--- src/core/sid_pkg.sv ---
// constants and carriers of the identification byte page
package sid_pkg;

   // ----------------------------------------
   // carriers
   // ----------------------------------------
   typedef struct packed {
      logic       rd;
      logic       wr;
      logic [7:0] addr;
   } sid_req_type;

   typedef struct packed {
      logic       valid;
      logic [7:0] data;
   } sid_rsp_type;

   typedef enum logic [1:0] {
      SCAN_RUN,
      SCAN_CHECK,
      SCAN_DONE
   } sid_scan_type;

   // ----------------------------------------
   // byte addresses
   // ----------------------------------------
   localparam logic [7:0] ADDR_MIN_RATE   = 8'h8c;
   localparam logic [7:0] ADDR_MAX_RATE   = 8'h8d;
   localparam logic [7:0] ADDR_SM_KM      = 8'h8e;
   localparam logic [7:0] ADDR_EBW_REACH  = 8'h8f;
   localparam logic [7:0] ADDR_MM50_REACH = 8'h90;
   localparam logic [7:0] ADDR_MM62_REACH = 8'h91;
   localparam logic [7:0] ADDR_CU_REACH   = 8'h92;
   localparam logic [7:0] ADDR_DEV_TECH   = 8'h93;
   localparam logic [7:0] ADDR_NAME_FIRST = 8'h94;
   localparam logic [7:0] ADDR_NAME_LAST  = 8'ha3;
   localparam logic [7:0] ADDR_RCV_CAPS   = 8'ha4;
   localparam logic [7:0] ADDR_CID_FIRST  = 8'ha5;
   localparam logic [7:0] ADDR_CID_LAST   = 8'ha7;
   localparam logic [7:0] ADDR_PART_FIRST = 8'ha8;
   localparam logic [7:0] ADDR_PART_LAST  = 8'hb7;
   localparam logic [7:0] ADDR_REV_FIRST  = 8'hb8;
   localparam logic [7:0] ADDR_REV_LAST   = 8'hb9;
   localparam logic [7:0] ADDR_WAVE_HI    = 8'hba;
   localparam logic [7:0] ADDR_WAVE_LO    = 8'hbb;
   localparam logic [7:0] ADDR_TOL_HI     = 8'hbc;
   localparam logic [7:0] ADDR_TOL_LO     = 8'hbd;
   localparam logic [7:0] ADDR_CASE_TEMP  = 8'hbe;
   localparam logic [7:0] ADDR_CHECKSUM   = 8'hbf;
   localparam logic [7:0] ADDR_MAX_PWR    = 8'hc0;
   localparam logic [7:0] ADDR_PDN_PWR    = 8'hc1;
   localparam logic [7:0] ADDR_CUR_5V_3V3 = 8'hc2;
   localparam logic [7:0] ADDR_CUR_1V8_N5 = 8'hc3;
   localparam logic [7:0] CHK_FIRST       = 8'h80;
   localparam logic [7:0] CHK_LAST        = 8'hbe;

   // ----------------------------------------
   // field contents
   // ----------------------------------------
   localparam logic [7:0]   MIN_LINE_RATE    = 8'h63;
   localparam logic [7:0]   MAX_LINE_RATE    = 8'h6f;
   localparam logic [7:0]   SM_REACH_KM      = 8'h0a;
   localparam logic [7:0]   EBW_REACH        = 8'h00;
   localparam logic [7:0]   MM50_REACH       = 8'h00;
   localparam logic [7:0]   MM62_REACH       = 8'h00;
   localparam logic [7:0]   CU_REACH         = 8'h00;
   localparam logic [3:0]   TX_TECH          = 4'h4;
   localparam logic [3:0]   TX_COPPER_OTHER  = 4'h8;
   localparam logic [3:0]   TECH_FLAGS       = 4'h0;
   localparam logic [127:0] NAME_TEXT        = 128'h4558_414d_504c_4520_4f50_5449_4353_2020;
   localparam logic [7:0]   ASCII_SPACE      = 8'h20;
   localparam logic [7:0]   ASCII_LAST       = 8'h7e;
   localparam logic [7:0]   RCV_CAPS         = 8'hfb;
   // company identifier value is arbitrary
   localparam logic [23:0]  COMPANY_ID       = 24'h12_3456;
   localparam logic [127:0] PART_TEXT        = 128'h4558_414d_504c_452d_5041_5254_2d30_3120;
   localparam logic [15:0]  REV_TEXT         = 16'h4120;
   // centre of the guaranteed range, 1307.5 nm
   localparam logic [15:0]  WAVELENGTH       = 16'h6626;
   localparam logic [15:0]  WAVE_TOLERANCE   = 16'h251c;
   localparam logic [7:0]   CASE_TEMP        = 8'h46;
   localparam logic [7:0]   MAX_PWR          = 8'h7d;
   localparam logic [7:0]   PDN_PWR          = 8'h0a;
   localparam logic [7:0]   CUR_5V_3V3       = 8'h05;
   localparam logic [7:0]   CUR_1V8_N5       = 8'h30;
   localparam logic [7:0]   SCAN_CYCLES      = 8'h40;

endpackage

--- src/core/sid_rom_fields.sv ---
// read-only identification field page with self check of its check code
`timescale 1ns/1ps

module sid_rom_fields
   import sid_pkg::*;
(
   input  wire logic        i_ref_clk,
   input  wire logic        i_rst,
   input  wire sid_req_type i_req,
   output sid_rsp_type      o_rsp,
   output logic             o_wr_ignored,
   output logic             o_check_done,
   output logic             o_check_ok
);

   // ----------------------------------------
   // image of the page, one byte per address
   // ----------------------------------------
   // every field but the check code
   function automatic logic [7:0] sid_field_byte(input logic [7:0] a);
      logic [7:0] r;
      r = 8'h00;
      if (a >= ADDR_NAME_FIRST && a <= ADDR_NAME_LAST) begin
         r = 8'(NAME_TEXT >> (8 * (ADDR_NAME_LAST - a)));
      end else if (a >= ADDR_CID_FIRST && a <= ADDR_CID_LAST) begin
         r = 8'(COMPANY_ID >> (8 * (ADDR_CID_LAST - a)));
      end else if (a >= ADDR_PART_FIRST && a <= ADDR_PART_LAST) begin
         r = 8'(PART_TEXT >> (8 * (ADDR_PART_LAST - a)));
      end else if (a >= ADDR_REV_FIRST && a <= ADDR_REV_LAST) begin
         r = 8'(REV_TEXT >> (8 * (ADDR_REV_LAST - a)));
      end else begin
         unique case (a)
            ADDR_MIN_RATE:   r = MIN_LINE_RATE;
            ADDR_MAX_RATE:   r = MAX_LINE_RATE;
            ADDR_SM_KM:      r = SM_REACH_KM;
            ADDR_EBW_REACH:  r = EBW_REACH;
            ADDR_MM50_REACH: r = MM50_REACH;
            ADDR_MM62_REACH: r = MM62_REACH;
            ADDR_CU_REACH:   r = CU_REACH;
            ADDR_DEV_TECH:   r = {TX_TECH, TECH_FLAGS};
            ADDR_RCV_CAPS:   r = RCV_CAPS;
            ADDR_WAVE_HI:    r = WAVELENGTH[15:8];
            ADDR_WAVE_LO:    r = WAVELENGTH[7:0];
            ADDR_TOL_HI:     r = WAVE_TOLERANCE[15:8];
            ADDR_TOL_LO:     r = WAVE_TOLERANCE[7:0];
            ADDR_CASE_TEMP:  r = CASE_TEMP;
            ADDR_MAX_PWR:    r = MAX_PWR;
            ADDR_PDN_PWR:    r = PDN_PWR;
            ADDR_CUR_5V_3V3: r = CUR_5V_3V3;
            ADDR_CUR_1V8_N5: r = CUR_1V8_N5;
            default:         r = 8'h00;
         endcase
      end
      return r;
   endfunction

   // low eight bits of the sum over the base field span
   function automatic logic [7:0] sid_base_sum();
      logic [7:0] s;
      s = 8'h00;
      for (int i = CHK_FIRST; i <= CHK_LAST; i++) begin
         s = 8'(s + sid_field_byte(8'(i)));
      end
      return s;
   endfunction

   // whole page; check code kept apart so the sum never calls itself
   function automatic logic [7:0] sid_rom_byte(input logic [7:0] a);
      return (a == ADDR_CHECKSUM) ? sid_base_sum() : sid_field_byte(a);
   endfunction

   // ----------------------------------------
   // read port
   // ----------------------------------------
   sid_rsp_type rsp_reg;
   sid_rsp_type rsp_next;
   logic        wr_ign_reg;
   logic        wr_ign_next;

   always_comb begin
      rsp_next.valid = i_req.rd;
      rsp_next.data  = rsp_reg.data;
      if (i_req.rd) begin
         rsp_next.data = sid_rom_byte(i_req.addr);
      end
      // writes are flagged and dropped
      wr_ign_next = i_req.wr;
   end

   always_ff @(posedge i_ref_clk) begin
      if (i_rst) begin
         rsp_reg    <= '0;
         wr_ign_reg <= 1'b0;
      end else begin
         rsp_reg    <= rsp_next;
         wr_ign_reg <= wr_ign_next;
      end
   end

   assign o_rsp        = rsp_reg;
   assign o_wr_ignored = wr_ign_reg;

   // ----------------------------------------
   // check code self scan after reset
   // ----------------------------------------
   sid_scan_type scan_reg;
   sid_scan_type scan_next;
   logic [7:0]   idx_reg;
   logic [7:0]   idx_next;
   logic [7:0]   acc_reg;
   logic [7:0]   acc_next;
   logic         ok_reg;
   logic         ok_next;

   always_comb begin
      scan_next = scan_reg;
      idx_next  = idx_reg;
      acc_next  = acc_reg;
      ok_next   = ok_reg;
      unique case (scan_reg)
         SCAN_RUN: begin
            acc_next = 8'(acc_reg + sid_rom_byte(idx_reg));
            idx_next = 8'(idx_reg + 8'h01);
            if (idx_reg == CHK_LAST) begin
               scan_next = SCAN_CHECK;
            end
         end
         SCAN_CHECK: begin
            ok_next   = (acc_reg == sid_rom_byte(ADDR_CHECKSUM));
            scan_next = SCAN_DONE;
         end
         SCAN_DONE: begin
            scan_next = SCAN_DONE;
         end
         default: begin
            scan_next = SCAN_RUN;
         end
      endcase
   end

   always_ff @(posedge i_ref_clk) begin
      if (i_rst) begin
         scan_reg <= SCAN_RUN;
         idx_reg  <= CHK_FIRST;
         acc_reg  <= 8'h00;
         ok_reg   <= 1'b0;
      end else begin
         scan_reg <= scan_next;
         idx_reg  <= idx_next;
         acc_reg  <= acc_next;
         ok_reg   <= ok_next;
      end
   end

   assign o_check_done = (scan_reg == SCAN_DONE);
   assign o_check_ok   = ok_reg;

   logic [7:0] rd_addr;
   assign rd_addr = i_req.addr;
endmodule // sid_rom_fields

--- config.mk ---
export PLATFORM = sky130hd
export DESIGN_NAME = sid_rom_fields
export DESIGN_NICKNAME = d
export VERILOG_FILES = /design/src/core/sid_pkg.sv /design/src/core/sid_rom_fields.sv
export SDC_FILE = /design/constraint.sdc
export NUM_CORES = 1
export LEC_CHECK = 0
export BUFFER_PORTS_ARGS = -buffer_cell sky130_fd_sc_hd__buf_2
export CAP_MARGIN = 20
export CORE_MARGIN = 2
export CORE_UTILIZATION = 55
export DETAILED_ROUTE_END_ITERATION = 12
export MAX_ROUTING_LAYER = met4
export PLACE_DENSITY = 0.78
export SLEW_MARGIN = 10
export SYNTH_ARGS = -nofsm -noshare
export SYNTH_HDL_FRONTEND = slang
export SYNTH_SLANG_ARGS = --single-unit
--- constraint.sdc ---
create_clock -name i_ref_clk -period 5.7 [get_ports i_ref_clk]
set_clock_uncertainty 0.15 [all_clocks]
set_input_delay 1.14 -clock i_ref_clk [delete_from_list [all_inputs] [get_ports i_ref_clk]]
set_output_delay 1.14 -clock i_ref_clk [all_outputs]
set_load 0.02 [all_outputs]
### After elaboration in Yosys (flattened, before gate mapping)

Cells that the tools add are included.

| word-level totals | value |
|---|---|
| flip-flop bits (word level) | 29 |
| bits in latches | 0 |
| bits in writable memories | 0 |
| ROM bits | 0 |
| input bits | 12 |
| output and inout bits | 12 |
| logic and storage cells | 102 |
| memories kept | 0 |

| operators by class | value |
|---|---|
| add/sub/neg operators | 10 |
| multipliers | 0 |
| div/mod/pow operators | 0 |
| magnitude comparators | 16 |
| equal/unequal tests | 34 |
| shift-type cells | 8 |
| mux-type cells | 15 |
| bitwise gates (word level) | 0 |
| reduce and logical (&&, ||, !) cells | 12 |

Operators by type and width:

| operator | number |
|---|---|
| >> shifter 127 x 32 -> 8 bit (first input constant) | 4 |
| == test 8 bit (second input constant) | 31 |
| case mux 8 bit (13 select lines) | 2 |
| 2-to-1 mux 8 bit | 11 |
| subtractor 8 x 8 -> 9 bit (first input constant) | 8 |
| >= comparator 8 bit (second input constant) | 8 |
| <= comparator 8 bit (second input constant) | 8 |
| >> shifter 15 x 32 -> 8 bit (first input constant) | 2 |
| >> shifter 21 x 32 -> 8 bit (first input constant) | 2 |
| adder 8 x 1 -> 8 bit (second input constant) | 1 |
| adder 8 bit | 1 |
| logical AND 1 bit | 8 |
| OR reduction 2 bit | 3 |
| case mux 2 bit (2 select lines) | 1 |
| == test 2 x 1 -> 1 bit (second input constant) | 1 |
| == test 2 bit (second input constant) | 1 |
| zero test 2 bit | 1 |
| 2-to-1 mux 2 bit | 1 |
| != test 2 bit (second input constant) | 1 |

### Logic depth before layout (Yosys ltp)

Gate-level depths: netlist (run 1).

| logic depth | value |
|---|---|
| depth after elaboration | 10 |
| depth in mapped cells | 18 |

### Worst setup path before layout (run 1)

OpenSTA, ideal clock, no wires.

| path | value |
|---|---|
| kind | reg-to-reg |
| from | reg idx_reg[3] |
| to | reg acc_reg[7] |
| setup time | 133 ps |
| arrival time | 4,032 ps |
| setup slack | 1,385 ps |
| stages on the path, launching flop included | 18 |
| cells stage by stage | dfxtp_1 -> buf_2 -> buf_1 -> inv_1 -> ha_1 -> nor2b_1 -> or3_1 -> a211o_1 -> a21oi_2 -> a21oi_1 -> nand3_1 -> ha_1 -> a21oi_1 -> o21ai_0 -> a2111oi_0 -> nor3_1 -> a311oi_1 -> nand4b_1 |

| between the ends | value |
|---|---|
| word-level cells in the longest chain between the ends | 10 |
| elaborated cells between the ends (all ways) | 44 |
| classes of those cells | 5 x add/sub; 8 x order compare; 15 x eq/ne; 4 x shift; 7 x mux; 5 x reduce/logical |

Ends and longest elaborated chain:

| item | line | text |
|---|---|---|
| start, declared | sid_rom_fields.sv:108 | `logic [7:0] idx_reg;` |
| start signal, assigned | sid_rom_fields.sv:149 | `idx_reg <= idx_next;` |
| parallel branches: the longest is 8 deep, another holds subtractor 8 x 8 -> 9 bit | - |  |
| 2-to-1 mux 8 bit * | sid_rom_fields.sv:69 | `return (a == ADDR_CHECKSUM) ? sid_base_sum() : sid_field_byte(a);` |
| adder 8 bit * | sid_rom_fields.sv:122 | `acc_next = 8'(acc_reg + sid_rom_byte(idx_reg));` |
| end signal, assigned | sid_rom_fields.sv:150 | `acc_reg <= acc_next;` |
| end, declared | sid_rom_fields.sv:110 | `logic [7:0] acc_reg;` |

Mark *: on every way between the ends. The select of a mux whose other input is x is not followed.
A chain may end at the register's enable or synchronous reset.

### Worst setup path in the final report (run 1)

Ends and elaborated chain as after synthesis.

==> impl_results.md, run 1 <==
- Die width: roughly 92 um
- Synth Cell Area: around 4200 um2
- Post-route antenna net violation count: 0
- Period utilization: between 80% and 90%
- R2R Setup Slk: 800 ps
- Total wire length: about 12000 um
- FILL cells: 664
- VDD IR-drop max: ~110 uV
- Clock sink total: 29
- F_max: around 200 MHz
- Antenna fix cells: 0
- Crit path buffers/inverters: 1
- Largest net degree at the start of global routing: 33
- Measured slew at the worst slew-check pin: slightly below 900 ps
- Synth-to-layout area growth: 4.42%
- Htree depth: 2
- Comb pwr share: 51.0%
- Mapped Avg Cell Area: between 7 and 8 um2
- IO Count: 24
- Top post-synthesis cells by count: nor2_1, a21oi_1, nand2_1
- Worst Path Required: 5710 ps
- Flops & latches, synth: 29
- Ys async rst share: 0%
- Worst setup SP type: flip-flop
- 1st-pass router iterations: 5
- Clock power frac: a little under a quarter
- Yosys warnings: 0
- Cell count of the worst reg-to-reg path: 15
- Sequential share of the synthesized area: between 10% and 20%
- Initial Util: around 57%
- Syn_nets: slightly above 600
- Wire per inst: 17.6 um
- Sum Neg Setup Slack: 0 ps
- Largest register FFs: 9
- Distinct cells, synth: 96
- Post-synth EDFFs: 0
- Hold-critical path endpoint: o_check_ok
- Clock root cell: clkbuf_8
- DRC violations left: 0
- Vias per inst: 6.76
- Reg power frac: between 20 and 30%
- CTS Buffer Depth: 2
- Die Height: roughly 90 um
- Layout cell share with drive strength beyond 1: between 10% and 20%
- Die Footprint: 8380 um2
- Hold buffers post-CTS: 0
- Top cell family by delay on the critical path: compound AO/OA/AOI/OAI gates
- End of the worst register-to-register path: acc_reg[7]
- Rel. slew slack: 42.1%
- Clock transition at path regs: ~70 ps
- Yosys top cell area share: roughly 14%
- Hold WC Path Type: flip-flop to flip-flop
- Int Pwr: 543 uW
- Net Switching: about 430 uW
- Routability cong.: 0.963
- Buffers on Ports: 23
- Pleak: 1.69 nW
- First-pass GRT wire length: around 20000 um
- Core Box Area: between 7000 and 8000 um2
- Sw Share: ~44%
- Outcome: finished, final reports clean
- CTS tree: yes
- Crit path kind: flip-flop to flip-flop
- Top-count cell post-synth: nor2_1
- Max Cap Viol: 0
- Vias in the first global route: a little over 4000
- CP peak stage delay: 890 ps
- Final net count: between 600 and 700
- Via Count: around 4500
- Worst path slowest cell: dfxtp_1
- Top FF cell, synth: dfxtp_1
- Antenna violations before repair: 0
- Mapped Cells: 564
- Drt initial violations: approximately 420
- Post-CTS setup buffer count: 0
- Worst-skew pair later-pin latency: around 290 ps
- Power Dens Cells: ~220 nW/um2
- Grt ovf: 0
- HP Start: o_check_ok
- Slew Limit Fails: 0
- Final setup fails: 0
- Element type at the critical path end: flip-flop
- Final Non-Filler Cells: roughly 660
- Crit-path max FO: 26
- Num CTS Buffers: 5
- R2R Path Start: idx_reg[3]
- RSZ-0062 raised after global routing: no
- Tmin final: about 4900 ps
- Worst hold stages: 2
- Worst Path Arrival: slightly below 5000 ps
- GRT Util Overall: approximately 29%
- Area contributors post-synth: dfxtp_1, ha_1, a21oi_1
- Post-DP HPWL: 8550 um
- Cell count after placement: ~650
- Row Count: 31
- Post-CTS sizing: 0
- Area leader, netlist: dfxtp_1
- Hold Vio Cnt, Final: 0
- Critical-path cell list: inv_1, ha_1, nor2b_1, or3_1, a211o_1, a21oi_2, a21oi_1, nand3_1, ha_1, a21oi_1, o21ai_0, a2111oi_0, nor3_1, a311oi_1, nand4b_1
## cells in the final DEF, fill, tap and decap left out, types with 7 or more instances in the layout
master / n
a211oi_1: 9
a21oi_1: 41
a22oi_1: 8
a31oi_1: 7
a32oi_1: 7
buf_2: 23
dfxtp_1: 29
ha_1: 37
inv_1: 19
mux2i_1: 9
nand2_1: 38
nand2b_1: 8
nand3_1: 26
nor2_1: 43
nor2b_1: 16
nor3_1: 18
nor3b_1: 9
o21ai_0: 31
xnor2_1: 17
## metal layers
layer / share of wire [%] / GRT usage, % / wire [um] / vias to the layer above
met3: 7.1 / 3.73 / 822 / 42
met2: 47 / 44.7 / 5450 / 238
met4: 3.6 / 11.6 / 413 / 0
li1: - / - / - / 2127
met1: 42 / 37.5 / 4920 / 2062
met5: 0 / - / 0 / -
## worst reg2reg max path: stages, from the launching register on
cell	delay, ps
dfxtp_1	890
inv_1	330
ha_1	330
nor2b_1	170
or3_1	350
a211o_1	330
a21oi_2	240
a21oi_1	100
nand3_1	140
ha_1	240
a21oi_1	160
o21ai_0	130
a2111oi_0	690
nor3_1	130
a311oi_1	280
nand4b_1	120
## cell type report
type                    count  area, um2  share of cell area [%]
multi-input cells         477       3350                    76.1
clock buffers               6       82.6                    1.88
clock inverters             2       37.5                   0.853
inverters                  20       75.1                    1.71
flip-flops and latches     29        581                    13.2
repair buffers             28        153                    3.47
well taps                  99        124                    2.81
## metrics by stage
stage          worst slack (ps)  hold slack, ps  power [mW]  utilization [%]  area (um2)
2_1_floorplan              1390             330       0.626                -        4210
3_3_place_gp               1020             304       0.729             58.4        4280
3_5_place_dp                897             312       0.736             58.4        4280
4_1_cts                     882             322       0.963             60.0        4400
5_1_grt                     422             338        1.04             60.0        4400
6_report                    796             319       0.973             60.0        4400
## power groups by stage
stage	registers (mW)	logic (mW)	clock network [mW]
after floorplan	0.248	0.378	0
after global routing	0.254	0.551	0.238
after CTS	0.250	0.485	0.228
after detailed placement	0.254	0.482	0
after global placement	0.253	0.476	0
final	0.251	0.496	0.225
## worst max path at each step
stage | start | depth (start not counted) | slack, ps | endpoint
floorplan | idx_reg[3] | 17 | 1390 | acc_reg[7]
global placement | idx_reg[3] | 15 | 1020 | acc_reg[7]
global route | idx_reg[3] | 15 | 420 | acc_reg[7]
CTS | idx_reg[3] | 15 | 880 | acc_reg[7]
finish | idx_reg[3] | 15 | 800 | acc_reg[7]
detailed placement | idx_reg[3] | 15 | 900 | acc_reg[7]
## kinds of logic (layout without fill, tap and decap cells)
group	after synthesis	in the layout	share of synthesized area [%]
muxes	10	10	2.41
buffers and inverters	58	56	6.77
AOI/OAI and AO/OA	186	186	32.1
adders and majority gates	38	38	11.5
and+or+nand+nor	223	223	29.4
DFF	29	29	13.8
xor gates and xnor gates	20	20	4.16
Power figures use the tool's default switching activity.
==> run 2: changes to the inputs <==
--- a/config.mk
+++ b/config.mk
@@ -11,7 +11,7 @@
 export CORE_UTILIZATION = 55
 export DETAILED_ROUTE_END_ITERATION = 12
 export MAX_ROUTING_LAYER = met4
-export PLACE_DENSITY = 0.78
+export PLACE_DENSITY = 0.81
 export SLEW_MARGIN = 10
 export SYNTH_ARGS = -nofsm -noshare
 export SYNTH_HDL_FRONTEND = slang
==> constraint.sdc (replaced) <==
create_clock -name i_ref_clk -period 4 [get_ports i_ref_clk]
set_clock_uncertainty 0.15 [all_clocks]
set_input_delay 0.8 -clock i_ref_clk [delete_from_list [all_inputs] [get_ports i_ref_clk]]
set_output_delay 0.8 -clock i_ref_clk [all_outputs]
set_load 0.02 [all_outputs]
==> impl_results.md, run 2 (synthesized netlist as in run 1, its figures left out) <==
- Outcome: finished, final reports clean
- Worst-skew pair later-pin latency: 280 ps (about the same)
- IO Count: 24 (unchanged)
- Hold buffers post-CTS: 0 (unchanged)
- Hold slack: 326 ps (+6.37 ps)
- Total wire length: 12200 um (+5.5%)
- Htree depth: 2 (unchanged)
- Layout cell share with drive strength beyond 1: 16.4% (+5.2 points)
- Num CTS Buffers: 5 (unchanged)
- Power Dens Cells: 306 nW/um2 (+39%)
- Clock power frac: 18.4% (-4.8 points)
- Final net count: 629 (+2.9%)
- Post-route cell area: 4590 um2 (+4.4%)
- Antenna violations before repair: 0 (unchanged)
- 1st-pass router iterations: 6 (+1)
- Clock root cell: clkbuf_8
- Most frequent cells in the layout: nor2_1, a21oi_1, nand2_1, ha_1, o21ai_0
- Period utilization: 95.6% (+9.6 points)
- Clock transition at path regs: 70 ps (about the same)
- Crit-path max FO: 11 (-58%)
- CTS Buffer Depth: 2 (unchanged)
- Worst setup path startpoint: idx_reg[6]
- Net Switching: 644 uW (+50%)
- Die Height: 91.5 um (unchanged)
- Post-CTS setup buffer count: 0 (unchanged)
- Clock sink total: 29 (unchanged)
- Comb pwr share: 57.8% (+6.8 points)
- Sw Share: 45.8% (+1.6 points)
- Vias per inst: 6.79 (+0.46%)
- Largest net degree at the start of global routing: 33 (unchanged)
- F_max: 261 MHz (+28%)
- Vias in the first global route: 4102 (+1.0%)
- Post-DP HPWL: 9040 um (+5.7%)
- Dpl cell area: 4420 um2 (+3.3%)
- Row Count: 31 (unchanged)
- Grt ovf: 0 (unchanged)
- Post-CTS sizing: 0 (unchanged)
- Die Footprint: 8380 um2 (unchanged)
- GRT Util Overall: 29.2% (+0.48 points)
- VDD IR-drop max: 130 uV (+15%)
- Initial Util: 57.5% (unchanged)
- Measured slew at the worst slew-check pin: 623 ps (-244 ps)
- Post-layout util: 62.7% (+2.6 points)
- Rel. slew slack: 57.9% (+16 points)
- Antenna fix cells: 0 (unchanged)
- R2R Path Start: idx_reg[6]
- Drt initial violations: 357 (-15%)
- Pleak: 1.79 nW (+6.2%)
- Crit path kind: flip-flop to flip-flop
- DRC violations left: 0 (unchanged)
- First-pass GRT wire length: 19900 um (+1.2%)
- Core Box Area: 7330 um2 (unchanged)
- Sum Neg Setup Slack: 0 ps (unchanged)
- Final setup fails: 0 (unchanged)
- Tmin final: 3820 ps (-1080 ps)
- Hold WC Path Type: flip-flop to flip-flop
- Slew Limit Fails: 0 (unchanged)
- Element type at the critical path end: flip-flop
- Via Count: 4612 (+3.2%)
- CTS tree: yes
- Commonest non-fill, non-tap cell in the layout: nor2_1
- Synth-to-layout area growth: 9.00%
- Wire per inst: 18.0 um (+2.7%)
- Worst Path Arrival: 3820 ps (-1100 ps)
- Die width: 91.5 um (unchanged)
- Worst Path Required: 4000 ps (-1710 ps)
- Buffers on Ports: 23 (unchanged)
- Post-route antenna net violation count: 0 (unchanged)
- Routability cong.: 0.979 (+1.7%)
- Int Pwr: 763 uW (+40%)
- Max Cap Viol: 0 (unchanged)
- Largest register FFs: 9 (unchanged)
- Reg power frac: 23.8% (-2.0 points)
- HP Start: o_check_ok
- Worst setup SP type: flip-flop
- Hold Vio Cnt, Final: 0 (unchanged)
run 2: power by group through the flow:
stage          logic, mW  clock network [mW]  registers (mW)
2_1_floorplan      0.538                   0           0.354
3_3_place_gp       0.752                   0           0.340
3_5_place_dp       0.776                   0           0.341
4_1_cts            0.780               0.265           0.335
5_1_grt            0.878               0.278           0.338
6_report           0.814               0.259           0.335
run 2: critical path: stages (launching register included):
cell and delay [ps]:
dfxtp_1 550, and4b_1 350, a311o_1 390, a32oi_2 240
a21oi_1 110, a211oi_1 220, o21ai_0 170, ha_1 360
inv_1 90, o21ai_2 230, a2111oi_4 110, or2_2 330
a311oi_1 270, nand4b_1 120
run 2: final timing paths:
path	to	slack, ps	cells after the start
worst max-delay path	acc_reg[7]	180	13
worst min-delay path	o_check_ok	330	2
worst max register to register	acc_reg[7]	180	13
worst min register to register	o_check_ok	330	2
run 2: metrics by stage:
stage               power, mW  setup WS, ps  instances
floorplan               0.892          31.4        564
global placement         1.09           198        671
detailed placement       1.12          74.5        671
CTS                      1.38          50.0        679
global route             1.49         -62.2        679
finish                   1.41           176        679
run 2: final cells by class:
class	count	area (um2)
Fill cell	637	2740
Sequential cell	29	583
Tap cell	99	124
Multi-Input combinational cell	477	3430
Clock inverter	2	13.8
Timing Repair Buffer	46	288
Clock buffer	6	82.6
Inverter	20	75.1
run 2: layer usage:
metal / vias up / wire length, um / global-route usage, %
met5: - / 0 / -
met4: 0 / 383 / 10.7
met3: 44 / 844 / 2.66
met2: 277 / 5960 / 48.8
met1: 2129 / 5060 / 36.5
li1: 2162 / - / -
